===== config.mk =====
export PLATFORM = sky130hd
export DESIGN_NAME = nvp_ctrl
export DESIGN_NICKNAME = d
export VERILOG_FILES = /design/src/rtl/nvp_pkg.sv /design/src/rtl/nvp_ctrl.sv
export SDC_FILE = /design/constraint.sdc
export NUM_CORES = 1
export LEC_CHECK = 0
export BUFFER_PORTS_ARGS = -buffer_cell sky130_fd_sc_hd__buf_4
export CORE_MARGIN = 1.5
export CORE_UTILIZATION = 42
export CTS_CLUSTER_SIZE = 28
export DETAILED_ROUTE_END_ITERATION = 8
export PLACE_DENSITY = 0.62
export SYNTH_ARGS = -nofsm -noshare
export SYNTH_HDL_FRONTEND = slang
export SYNTH_SLANG_ARGS = --single-unit
export TNS_END_PERCENT = 100

===== constraint.sdc =====
create_clock -name clk_i -period 3.64 [get_ports clk_i]
set_input_delay 0.364 -clock clk_i [delete_from_list [all_inputs] [get_ports clk_i]]
set_output_delay 0.364 -clock clk_i [all_outputs]
set_load 0.02 [all_outputs]

===== src/rtl/nvp_pkg.sv =====
// shared constants and types for the nvm page program controller
package nvp_pkg;

	// register byte offsets on the wishbone bus
	localparam logic [3:0] OFS_CTRLA   = 4'h0;
	localparam logic [3:0] OFS_CTRLB   = 4'h4;
	localparam logic [3:0] OFS_STATUS  = 4'h8;
	localparam logic [3:0] OFS_ADDR    = 4'hC;
	// ctrlb field positions
	localparam int         CTRLB_WP_BIT   = 0;
	localparam int         CTRLB_LOCK_BIT = 1;
	// reset values
	localparam logic [2:0] CMD_RESET   = 3'h0;
	// geometry: 64-byte page buffer, 256-byte section granules
	localparam int         PB_BYTES    = 64;
	localparam int         PB_AW       = 6;
	localparam int         GRAN_SHIFT  = 8;
	// array region select on the memory port (mem_region_i)
	localparam logic [1:0] REG_FLASH   = 2'h0;
	localparam logic [1:0] REG_EEPROM  = 2'h1;
	localparam logic [1:0] REG_USERROW = 2'h2;
	// timing in cycles at 25 MHz
	localparam int         CLK_MHZ     = 25;
	localparam int         PBC_CYCLES  = 7;
	localparam int         PROG_NS     = 2000;
	localparam int         PROG_CYCLES = (PROG_NS * CLK_MHZ + 999) / 1000;
	localparam logic [7:0] PROG_CNT    = 8'(PROG_CYCLES);
	localparam logic [7:0] PBC_CNT     = 8'(PBC_CYCLES);

	// command codes
	typedef enum logic [2:0]
	{
		CMD_NONE  = 3'b000,
		CMD_WP    = 3'b001,
		CMD_ER    = 3'b010,
		CMD_ERWP  = 3'b011,
		CMD_PBC   = 3'b100,
		CMD_CHER  = 3'b101,
		CMD_EEER  = 3'b110,
		CMD_WFU   = 3'b111
	} nvp_cmd_e;

	// flash section of an address
	typedef enum logic [1:0]
	{
		SEC_LOADER = 2'b00,
		SEC_CODE   = 2'b01,
		SEC_DATA   = 2'b10
	} nvp_sec_e;

	// controller state
	typedef enum logic [1:0]
	{
		ST_IDLE  = 2'b00,
		ST_ERASE = 2'b01,
		ST_WRITE = 2'b10,
		ST_PBC   = 2'b11
	} nvp_state_e;

	// array write strobe toward the memory macros
	typedef struct packed
	{
		logic        erase;
		logic        write;
		logic        chip;
		logic        eeprom_all;
		logic [1:0]  region;
		logic [15:0] page_addr;
	} nvp_op_s;

endpackage


===== src/rtl/nvp_ctrl.sv =====
// nvm page program controller with page buffer and wishbone registers
//
// The placing of the registers and the Wishbone register port are this design's own decisions.

////////////////////////////////////////////////////////////////////////////////
module nvp_ctrl
(
	input  wire logic               clk_i,
	input  wire logic               rst_i,
	// wishbone slave
	input  wire logic               wb_cyc_i,
	input  wire logic               wb_stb_i,
	input  wire logic               wb_we_i,
	input  wire logic [3:0]         wb_adr_i,
	input  wire logic [3:0]         wb_sel_i,
	input  wire logic [31:0]        wb_dat_i,
	output logic      [31:0]        wb_dat_o,
	output logic                    wb_ack_o,
	// cpu memory port: stores fill buffer, loads read arrays
	input  wire logic               mem_req_i,
	input  wire logic               mem_we_i,
	input  wire logic [1:0]         mem_region_i,
	input  wire logic [15:0]        mem_addr_i,
	input  wire logic [7:0]         mem_wdata_i,
	input  wire logic [7:0]         mem_arr_rdata_i,
	output logic      [7:0]         mem_rdata_o,
	output logic                    mem_ack_o,
	// executing section of the fetch address and fetch gate
	input  wire logic [15:0]        fetch_addr_i,
	input  wire logic               from_debug_i,
	output logic                    fetch_block_o,
	output logic                    cpu_halt_o,
	// fuses, sampled only on reset, and the wake input
	input  wire logic [7:0]         loader_section_end_fuse_i,
	input  wire logic [7:0]         code_section_end_fuse_i,
	input  wire logic               eeprom_keep_fuse_i,
	input  wire logic               wake_i,
	// array operation
	output nvp_pkg::nvp_op_s        op_o,
	output logic      [7:0]         pb_rdata_o,
	output logic                    pb_mark_o,
	input  wire logic [5:0]         pb_raddr_i,
	output logic                    fuse_wr_o
);

	////////////////////////////////////////////////////////////////////////////
	// state
	logic [7:0]               pb_q [nvp_pkg::PB_BYTES];
	logic [nvp_pkg::PB_BYTES-1:0] mark_q;
	logic [7:0]               boot_end_q;
	logic [7:0]               code_end_q;
	logic                     keep_q;
	logic                     wp_q;
	logic                     lock_q;
	logic                     err_q;
	logic                     flash_busy_flag_q;
	logic                     eeprom_busy_flag_q;
	logic [1:0]               pb_region_q;
	logic                     pb_mixed_q;
	logic [15:0]              addr_q;
	logic [7:0]               cnt_q;
	nvp_pkg::nvp_state_e      state_q;
	nvp_pkg::nvp_cmd_e        cmd_q;
	logic                     clear_pb;

	// section of a flash address
	// section granules
	function automatic nvp_pkg::nvp_sec_e sec_of(input logic [15:0] a);
		logic [7:0] g;
		g = a[15:nvp_pkg::GRAN_SHIFT];
		if (boot_end_q == 8'h00)
			sec_of = nvp_pkg::SEC_LOADER;
		else if (g < boot_end_q)
			sec_of = nvp_pkg::SEC_LOADER;
		else if (code_end_q == 8'h00 || g < code_end_q)
			sec_of = nvp_pkg::SEC_CODE;
		else
			sec_of = nvp_pkg::SEC_DATA;
	endfunction

	// the function reads the fuse copies; a comb process follows them, a wire would not
	nvp_pkg::nvp_sec_e exec_sec;
	nvp_pkg::nvp_sec_e tgt_sec;
	always_comb
	begin
		exec_sec = sec_of(fetch_addr_i);
		tgt_sec  = sec_of(addr_q);
	end
	wire logic              busy     = flash_busy_flag_q | eeprom_busy_flag_q;
	wire logic              wb_req   = wb_cyc_i & wb_stb_i & ~wb_ack_o;
	wire logic              cmd_wr   = wb_req & wb_we_i & wb_sel_i[0] & (wb_adr_i == nvp_pkg::OFS_CTRLA);
	wire nvp_pkg::nvp_cmd_e new_cmd  = nvp_pkg::nvp_cmd_e'(wb_dat_i[2:0]);
	wire logic              is_flash = (pb_region_q == nvp_pkg::REG_FLASH);

	// protection check for a page command
	// directional protection
	logic prot_bad;
	always_comb
	begin
		prot_bad = 1'b0;
		if (!from_debug_i)
		begin
			if (exec_sec == nvp_pkg::SEC_DATA)
				prot_bad = 1'b1;
			else if (is_flash)
			begin
				if (tgt_sec == nvp_pkg::SEC_LOADER)
					prot_bad = 1'b1;
				else if (tgt_sec == nvp_pkg::SEC_CODE && (exec_sec != nvp_pkg::SEC_LOADER || wp_q))
					prot_bad = 1'b1;
			end
		end
		if (pb_mixed_q)
			prot_bad = 1'b1;
	end

	////////////////////////////////////////////////////////////////////////////
	// fuses captured at reset release; new fuse values need a reset
	// fuse after reset
	always_ff @(posedge clk_i)
	begin
		if (rst_i)
		begin
			boot_end_q <= loader_section_end_fuse_i;
			code_end_q <= code_section_end_fuse_i;
			keep_q     <= eeprom_keep_fuse_i;
		end
	end

	// wishbone register access; ack one cycle after request
	always_ff @(posedge clk_i)
	begin
		if (rst_i)
		begin
			wb_ack_o <= 1'b0;
			wb_dat_o <= 32'h0000_0000;
			wp_q     <= 1'b0;
			lock_q   <= 1'b0;
			addr_q   <= 16'h0000;
		end
		else
		begin
			wb_ack_o <= wb_req;
			wb_dat_o <= 32'h0000_0000;
			if (wb_req && !wb_we_i)
			begin
				if (wb_adr_i == nvp_pkg::OFS_CTRLA)
					wb_dat_o <= {29'h0, cmd_q};
				else if (wb_adr_i == nvp_pkg::OFS_CTRLB)
					wb_dat_o <= {30'h0, lock_q, wp_q};
				else if (wb_adr_i == nvp_pkg::OFS_STATUS)
					wb_dat_o <= {29'h0, err_q, eeprom_busy_flag_q, flash_busy_flag_q};
				else if (wb_adr_i == nvp_pkg::OFS_ADDR)
					wb_dat_o <= {16'h0, addr_q};
			end
			if (wb_req && wb_we_i)
			begin
				if (wb_adr_i == nvp_pkg::OFS_CTRLB && wb_sel_i[0])
				begin
					wp_q <= wp_q | wb_dat_i[nvp_pkg::CTRLB_WP_BIT];
					if (exec_sec == nvp_pkg::SEC_LOADER)
						lock_q <= lock_q | wb_dat_i[nvp_pkg::CTRLB_LOCK_BIT];
				end
				else if (wb_adr_i == nvp_pkg::OFS_ADDR && from_debug_i)
					addr_q <= wb_dat_i[15:0];
			end
			if (mem_req_i && mem_we_i && !busy)
				addr_q <= mem_addr_i;
		end
	end

	////////////////////////////////////////////////////////////////////////////
	// command sequencer; reset drops any operation in flight
	// reset aborts
	always_ff @(posedge clk_i)
	begin
		if (rst_i)
		begin
			state_q  <= nvp_pkg::ST_IDLE;
			cmd_q    <= nvp_pkg::nvp_cmd_e'(nvp_pkg::CMD_RESET);
			cnt_q    <= 8'h00;
			flash_busy_flag_q  <= 1'b0;
			eeprom_busy_flag_q <= 1'b0;
			err_q    <= 1'b0;
			op_o     <= '0;
			fuse_wr_o <= 1'b0;
		end
		else
		begin
			op_o.erase <= 1'b0;
			op_o.write <= 1'b0;
			fuse_wr_o  <= 1'b0;
			case (state_q)
				nvp_pkg::ST_IDLE:
				begin
					if (cmd_wr && !busy)
					begin
						cmd_q <= new_cmd;
						err_q <= 1'b0;
						op_o.region     <= pb_region_q;
						op_o.page_addr  <= addr_q;
						op_o.chip       <= 1'b0;
						op_o.eeprom_all <= 1'b0;
						case (new_cmd)
							nvp_pkg::CMD_WP, nvp_pkg::CMD_ER, nvp_pkg::CMD_ERWP:
							begin
								if (prot_bad)
									err_q <= 1'b1;
								else if (new_cmd != nvp_pkg::CMD_ER || mark_q != '0)
								begin
									flash_busy_flag_q  <= is_flash;
									eeprom_busy_flag_q <= ~is_flash;
									cnt_q    <= nvp_pkg::PROG_CNT;
									state_q  <= (new_cmd == nvp_pkg::CMD_WP) ? nvp_pkg::ST_WRITE : nvp_pkg::ST_ERASE;
								end
							end
							nvp_pkg::CMD_PBC:
							begin
								flash_busy_flag_q <= 1'b1;
								cnt_q   <= nvp_pkg::PBC_CNT;
								state_q <= nvp_pkg::ST_PBC;
							end
							nvp_pkg::CMD_CHER:
							begin
								flash_busy_flag_q         <= 1'b1;
								eeprom_busy_flag_q        <= ~keep_q;
								op_o.chip       <= 1'b1;
								op_o.eeprom_all <= ~keep_q;
								cnt_q           <= nvp_pkg::PROG_CNT;
								state_q         <= nvp_pkg::ST_ERASE;
							end
							nvp_pkg::CMD_EEER:
							begin
								eeprom_busy_flag_q        <= 1'b1;
								flash_busy_flag_q         <= 1'b1;
								op_o.eeprom_all <= 1'b1;
								cnt_q           <= nvp_pkg::PROG_CNT;
								state_q         <= nvp_pkg::ST_ERASE;
							end
							nvp_pkg::CMD_WFU:
							begin
								if (from_debug_i)
									fuse_wr_o <= 1'b1;
								else
									err_q <= 1'b1;
							end
							default:
							begin
								cmd_q <= nvp_pkg::CMD_NONE;
							end
						endcase
					end
				end
				nvp_pkg::ST_ERASE:
				begin
					op_o.erase <= (cnt_q == nvp_pkg::PROG_CNT);
					cnt_q      <= cnt_q - 8'h01;
					if (cnt_q == 8'h01)
					begin
						if (cmd_q == nvp_pkg::CMD_ERWP)
						begin
							cnt_q   <= nvp_pkg::PROG_CNT;
							state_q <= nvp_pkg::ST_WRITE;
						end
						else
						begin
							flash_busy_flag_q  <= 1'b0;
							eeprom_busy_flag_q <= 1'b0;
							state_q  <= nvp_pkg::ST_IDLE;
						end
					end
				end
				nvp_pkg::ST_WRITE:
				begin
					op_o.write <= (cnt_q == nvp_pkg::PROG_CNT);
					cnt_q      <= cnt_q - 8'h01;
					if (cnt_q == 8'h01)
					begin
						flash_busy_flag_q  <= 1'b0;
						eeprom_busy_flag_q <= 1'b0;
						state_q  <= nvp_pkg::ST_IDLE;
					end
				end
				nvp_pkg::ST_PBC:
				begin
					cnt_q <= cnt_q - 8'h01;
					if (cnt_q == 8'h01)
					begin
						flash_busy_flag_q <= 1'b0;
						state_q <= nvp_pkg::ST_IDLE;
					end
				end
				default:
				begin
					state_q <= nvp_pkg::ST_IDLE;
				end
			endcase
		end
	end

	// buffer clears at end of page op, on clear command, and on wake
	// buffer to ones
	assign clear_pb = wake_i || (state_q != nvp_pkg::ST_IDLE && cnt_q == 8'h01 &&
		!(state_q == nvp_pkg::ST_ERASE && cmd_q == nvp_pkg::CMD_ERWP));

	////////////////////////////////////////////////////////////////////////////
	// page buffer: stores AND into old content and mark the byte
	// and-merge store
	genvar gi;
	generate
		for (gi = 0; gi < nvp_pkg::PB_BYTES; gi++)
		begin : g_pb
			always_ff @(posedge clk_i)
			begin
				if (rst_i || clear_pb)
				begin
					pb_q[gi]   <= 8'hFF;
					mark_q[gi] <= 1'b0;
				end
				else if (mem_req_i && mem_we_i && !busy && mem_addr_i[nvp_pkg::PB_AW-1:0] == 6'(gi))
				begin
					pb_q[gi]   <= pb_q[gi] & mem_wdata_i;
					mark_q[gi] <= 1'b1;
				end
			end
		end
	endgenerate

	// region of buffer content; mixing sections sets the mixed flag
	// mixed sections
	always_ff @(posedge clk_i)
	begin
		if (rst_i || clear_pb)
		begin
			pb_region_q <= nvp_pkg::REG_FLASH;
			pb_mixed_q  <= 1'b0;
		end
		else if (mem_req_i && mem_we_i && !busy)
		begin
			pb_region_q <= mem_region_i;
			if (mark_q != '0 && (mem_region_i != pb_region_q ||
				(mem_region_i == nvp_pkg::REG_FLASH && sec_of(mem_addr_i) != sec_of(addr_q))))
				pb_mixed_q <= 1'b1;
		end
	end

	always_ff @(posedge clk_i)
	begin
		if (rst_i)
		begin
			pb_rdata_o <= 8'hFF;
			pb_mark_o  <= 1'b0;
		end
		else
		begin
			pb_rdata_o <= pb_q[pb_raddr_i];
			pb_mark_o  <= mark_q[pb_raddr_i] | (pb_region_q == nvp_pkg::REG_FLASH);
		end
	end

	////////////////////////////////////////////////////////////////////////////
	// cpu loads wait while busy; locked loader reads return zero
	// stall while busy
	always_ff @(posedge clk_i)
	begin
		if (rst_i)
		begin
			mem_ack_o     <= 1'b0;
			mem_rdata_o   <= 8'h00;
			fetch_block_o <= 1'b0;
			cpu_halt_o    <= 1'b0;
		end
		else
		begin
			mem_ack_o     <= mem_req_i && !mem_ack_o && (mem_we_i || !busy);
			mem_rdata_o   <= (lock_q && mem_region_i == nvp_pkg::REG_FLASH &&
				sec_of(mem_addr_i) == nvp_pkg::SEC_LOADER) ? 8'h00 : mem_arr_rdata_i;
			fetch_block_o <= lock_q && exec_sec == nvp_pkg::SEC_LOADER;
			cpu_halt_o    <= flash_busy_flag_q;
		end
	end

	stall_read_a: assert property (@(posedge clk_i) disable iff (rst_i)
		(mem_req_i && !mem_we_i && busy) |=> !mem_ack_o)
		else $error("load acked while busy");
	pbc_seven_a: assert property (@(posedge clk_i) disable iff (rst_i)
		(state_q == nvp_pkg::ST_IDLE && cmd_wr && !busy && new_cmd == nvp_pkg::CMD_PBC)
		|=> flash_busy_flag_q [*7] ##1 !flash_busy_flag_q)
		else $error("buffer clear not seven cycles");
	wp_sticky_a: assert property (@(posedge clk_i) disable iff (rst_i)
		$past(wp_q) |-> wp_q)
		else $error("write protect dropped");
	and_merge_a: assert property (@(posedge clk_i) disable iff (rst_i)
		(mem_req_i && mem_we_i && !busy && !clear_pb) |=>
		pb_q[$past(mem_addr_i[5:0])] == ($past(pb_q[mem_addr_i[5:0]]) & $past(mem_wdata_i)))
		else $error("buffer not and-merged");
	erase_mark_a: assert property (@(posedge clk_i) disable iff (rst_i)
		(state_q == nvp_pkg::ST_IDLE && cmd_wr && new_cmd == nvp_pkg::CMD_ER && mark_q == '0)
		|=> state_q == nvp_pkg::ST_IDLE)
		else $error("erase ran with empty buffer");
	prot_err_a: assert property (@(posedge clk_i) disable iff (rst_i)
		(state_q == nvp_pkg::ST_IDLE && cmd_wr && new_cmd == nvp_pkg::CMD_WP && prot_bad)
		|=> (err_q && state_q == nvp_pkg::ST_IDLE))
		else $error("protected write not refused");
	halt_follow_a: assert property (@(posedge clk_i) disable iff (rst_i)
		cpu_halt_o == $past(flash_busy_flag_q))
		else $error("cpu halt not tracking flash busy");
	cov_pbc_c: cover property (@(posedge clk_i) state_q == nvp_pkg::ST_PBC);
	cov_erwp_c: cover property (@(posedge clk_i) state_q == nvp_pkg::ST_ERASE ##[1:200] state_q == nvp_pkg::ST_WRITE);
	cov_err_c: cover property (@(posedge clk_i) err_q);

endmodule


**Word-level counts from Yosys, hierarchy flattened**

Memories as Yosys holds them, arrays and structs flattened. A register that Yosys moved wholly into a read port is not among the register bits.
Cells that the tools add are included.

- Eq/ne operators: 95
- Magnitude comparators: 7
- Reduce and logical (&&, ||, !) cells: 132
- $add $sub $neg: 1
- Multiplexer cells: 324
- Bitwise operators: 147

Operators with widths:

| kind | count |
|---|---|
| 8-bit two-way mux | 69 |
| 8-bit AND | 64 |
| 1-bit two-way mux | 214 |
| 6-bit == test (second input constant) | 32 |
| 6-bit by 5-bit == test with 1-bit output (second input constant) | 16 |
| 1-bit logical AND | 82 |
| 1-bit OR | 68 |
| 16-bit two-way mux | 4 |
| 64-bit nonzero test | 1 |
| 6-bit by 4-bit == test with 1-bit output (second input constant) | 8 |
| 8-bit < comparator | 6 |
| 8-bit case mux with 3 select lines | 2 |
| 2-bit two-way mux | 21 |
| 6-bit by 3-bit == test with 1-bit output (second input constant) | 4 |
| 8-bit logical NOT | 2 |
| 3-bit two-way mux | 5 |
| 3-bit == test (second input constant) | 4 |
| 6-bit by 2-bit == test with 1-bit output (second input constant) | 2 |
| 2-bit logical NOT | 6 |
| 2-bit case mux with 3 select lines | 2 |
| 2-bit OR reduction | 6 |
| 1-bit NOT | 10 |
| 3-bit by 2-bit == test with 1-bit output (second input constant) | 3 |
| 1-bit logical OR | 9 |
| 37 further kinds | 66 |

- Input bits: 122
- Output and inout port bits: 76
- Logic and storage cells: 801
- Register bits: 186
- Memories: 1
- RAM bits: 512

Memory list:

| name | depth | bits a word | read ports | clocked after Yosys merged registers in | wr ports | RTL line | text |
|---|---|---|---|---|---|---|---|
| pb_q | 64 | 8 | 65 | 1 | 64 | nvp_ctrl.sv:48 | `logic [7:0] pb_q [nvp_pkg::PB_BYTES];` |

**Depth between registers and ports, before layout**

- Depth after elaboration: 18
- Depth in mapped cells: 10
- Depth with buffers taken out: 10

**Worst setup path after synthesis**

Ideal clock, no wire load.

- Kind: input-to-reg
- Start: input pb_raddr_i[1]
- End: register pb_rdata_o[0] (read register of pb_q)
- Setup slack: 0.781 ns
- Stages on the path: 7
- Setup time: 0.120 ns
- Required time: 3.520 ns
- Arrival time: 2.739 ns
- Cells stage by stage: buf_2 > clkbuf_1 > clkbuf_1 > mux4_2 > mux4_2 > mux4_2 > or2_1

RTL lines:

| element | RTL line | text |
|---|---|---|
| from (decl) | nvp_ctrl.sv:42 | `input wire logic [5:0] pb_raddr_i,` |
| to (decl) | nvp_ctrl.sv:40 | `output logic [7:0] pb_rdata_o,` |

==> flow_summary_export.csv <==
group,metric,value,unit
die,io_pins,198,
cells_and_area,final_common_cell,"nand2_1",
yosys,ys_types,58,
grt,gr-total-overflow,0,
grt,grt_pass1_vias,22490,
sta,setup_viol,0,
worst_setup_path,critical_path_depth,7,
routing,routedWlPerCell,23.82,µm
yosys,synth_top_area_share,49.14,%
min_path,hp-start,"mem_addr_i[7]",
power,leakage,12.41,nW
sta,finalSetupTns,0,ns
cells_and_area,num-nets-final,2960,
power,powerDensity,465.5,nW/µm²
routing,ant_nets,0,
clocking,clock_sinks,690,
sta,period_minus_slack,3.305,ns
die,die_area,78650,µm²
cells_and_area,drive_gt1_share,20.62,%
clocking,cts_setup_buffers,0,
yosys,ys.flop_type,"edfxtp_1",
worst_setup_path,critPathMaxFanout,14,
sta,relSlewSlack,5.126,%
clocking,clockBufferDepth,3,
min_path,holdPathStages,3,
clocking,cts-htree-levels,3,
sta,drv_slew,0,
clocking,ctsRootBufferMaster,"clkbuf_16",
worst_setup_path,crit_family,"simple AND/OR/NAND/NOR gates",
yosys,ys_async_sr_fraction,0,%
cells_and_area,layout_common_cells,"nand2_1 (656), edfxtp_1 (529), a21o_1 (327)",
yosys,syn_area_per_cell,12.57,µm²
place,numPlacedInstances,3701,
cells_and_area,diodes,0,
cells_and_area,multiInputGateArea,12430,µm²
cells_and_area,regArea,19110,µm²
sta,hold_viol_final,0,
min_path,min_to,"addr_q[7]",
worst_setup_path,critPathKind,"register to register",
cells_and_area,fin_cells,3882,
clocking,clk_pin_slew,0.06,ns
worst_setup_path,worstRegToRegCells,7,
grt,grt_pass1_wl,140300,µm
worst_setup_path,required,4.02,ns
routing,vias_per_cell,5.815,
yosys,yosys_warnings,0,
grt,grt_usage,23.56,%
clocking,cts_buffers,78,
die,die_w,280.4,µm
yosys,synth_area_leader_cell,"edfxtp_1",
worst_setup_path,start_kind,"register",
routing,routed_wirelength,92480,µm
sta,worst_pin_slew,1.408,ns
yosys,synth_enable_flop_cells,529,
routing,drt-initial-drc-count,2123,
sta,rsz0062_at_grt,"false",
clocking,clk_latency,0.64,ns
sta,finClkSkew,0.03131,ns
routing,dr.pass1.iters,5,
yosys,ys_seq_elements,690,
place,port_buffers,154,
clocking,tritoncts,"built",
sta,post-route-period-util,90.79,%
place,hpwlAfterDp,62790,µm
worst_setup_path,reg2reg_to,"pb_q[42][2]",
grt,antenna_found_initial,3,
outcome,status,"finished, final reports clean",
clocking,holdBufCountCts,36,
die,dieHeight,280.4,µm
yosys,synth.area.top_cells,"edfxtp_1 (49%), mux4_2 (13%), dfxtp_1 (10%)",
grt,grt_start_max_net_pins,130,
die,core,76080,µm²
worst_setup_path,crit_slowest_cell,"or3_1",
worst_setup_path,crit_chain,"inv_1 > ha_1 > nor3_1 > or3_1 > nor2_1 > nand2_1 > a21o_1",
die,std_cell_rows,101,
worst_setup_path,crit_buf_inv,1,
die,initial_utilization,42.50,%
place,gp_congestion,0.8854,
routing,vias,22570,
worst_setup_path,timing.rr.start,"state_q[1]",
yosys,syn_inst,2573,
yosys,ys_seq_area_share,59.10,%
min_path,worst_hold_path_type,"primary input to register",
clocking,cts.repair.resized,0,
worst_setup_path,cpPeakStageDelay,0.61,ns
cells_and_area,n_fill_cell,6654,
sta,fmax,302.6,MHz
cells_and_area,syn_to_final_growth,17.48,%
run,max-cap-violations,0,
worst_setup_path,reg2reg_slack,0.34,ns
routing,drcViolationCount,0,
worst_setup_path,arrival,3.68,ns
worst_setup_path,end_kind,"register",
power,ir_drop,0.3379,mV
yosys,netlist_area,32330,µm²
==> worst min-delay path, delay by kind of cell <==
kind / cells / cell delay [ns]
buf+inv: 1 / 0.11
compound gates: 1 / 0.08
simple gates: 1 / 0.05
==> Yosys cell counts (18+ instances only) <==
cell,n
a21o_1,327
o21ai_0,87
dfxtp_1,161
inv_1,29
a21oi_1,57
nand3_1,18
nor3_1,23
nor2_1,90
a311oi_1,19
ha_1,50
nor4_1,25
clkbuf_1,137
mux4_2,189
edfxtp_1,529
nand2_1,656
and2_1,27
==> how the worst max path moves through the flow <==
| stage | startpoint | endpoint |
|---|---|---|
| after floorplan | pb_raddr_i[1] | pb_rdata_o[0] |
| after global placement | state_q[1] | pb_q[37][6] |
| after detailed placement | state_q[1] | pb_q[36][7] |
| after CTS | state_q[1] | pb_q[36][6] |
| after global routing | state_q[1] | pb_q[32][0] |
| final | state_q[1] | pb_q[42][2] |
==> state kept, by name, indices dropped and copies added (netlist names), 2 cells and up <==
name         cells
addr_q          16
boot_end_q       8
cmd_q            3
cnt_q            8
code_end_q       8
mark_q          64
mem_rdata_o      8
op_o            22
pb_q           512
pb_rdata_o       8
pb_region_q      2
state_q          2
wb_dat_o        16
==> power by group <==
part           switching, mW  internal [mW]
clock network           3.31           4.61
registers             0.0419           8.49
logic                  0.799          0.426
==> through the flow <==
step	worst slack, ns	cell area, µm²	total power, mW	hold WS [ns]	utilization [%]
floorplan	0.7808	32390	9.435	0.4319	-
global placement	0.3981	35020	9.862	0.4193	46.03
detailed placement	0.4499	35020	9.884	0.4378	46.03
CTS	0.4086	37980	17.81	0.0001134	49.92
global route	0.1359	37980	18.21	0.01847	49.93
finish	0.3353	37980	17.68	0.03065	49.93
==> cell type report <==
type	count	area share, %
Multi-Input combinational cell	1691	32.72
Sequential cell	690	50.31
Inverter	29	0.2866
Timing Repair Buffer	298	6.447
Clock inverter	42	1.137
Clock buffer	102	5.706
Tap cell	1030	3.393
==> layer usage <==
metal	share of wire (%)	wire, µm	vias up	GRT usage (%)
li1	-	-	9957	-
met1	40	37440	11460	31.30
met2	49	45250	964	39.25
met3	6.9	6375	188	3.347
met4	3.6	3371	6	8.884
met5	0.043	40	-	0
==> cell families after synthesis <==
kind of cell | after synthesis | synth area share (%)
buffers and inverters | 207 | 2.643
XOR/XNOR | 7 | 0.1896
AND/OR/NAND/NOR | 903 | 11.58
multiplexers | 195 | 13.37
AO/OA/AOI/OAI | 520 | 11.16
other | 1 | 0.01160
flip-flops | 690 | 59.10
adder cells (fa/ha/maj) | 50 | 1.935
No activity file was read; power rests on OpenSTA's default activity.
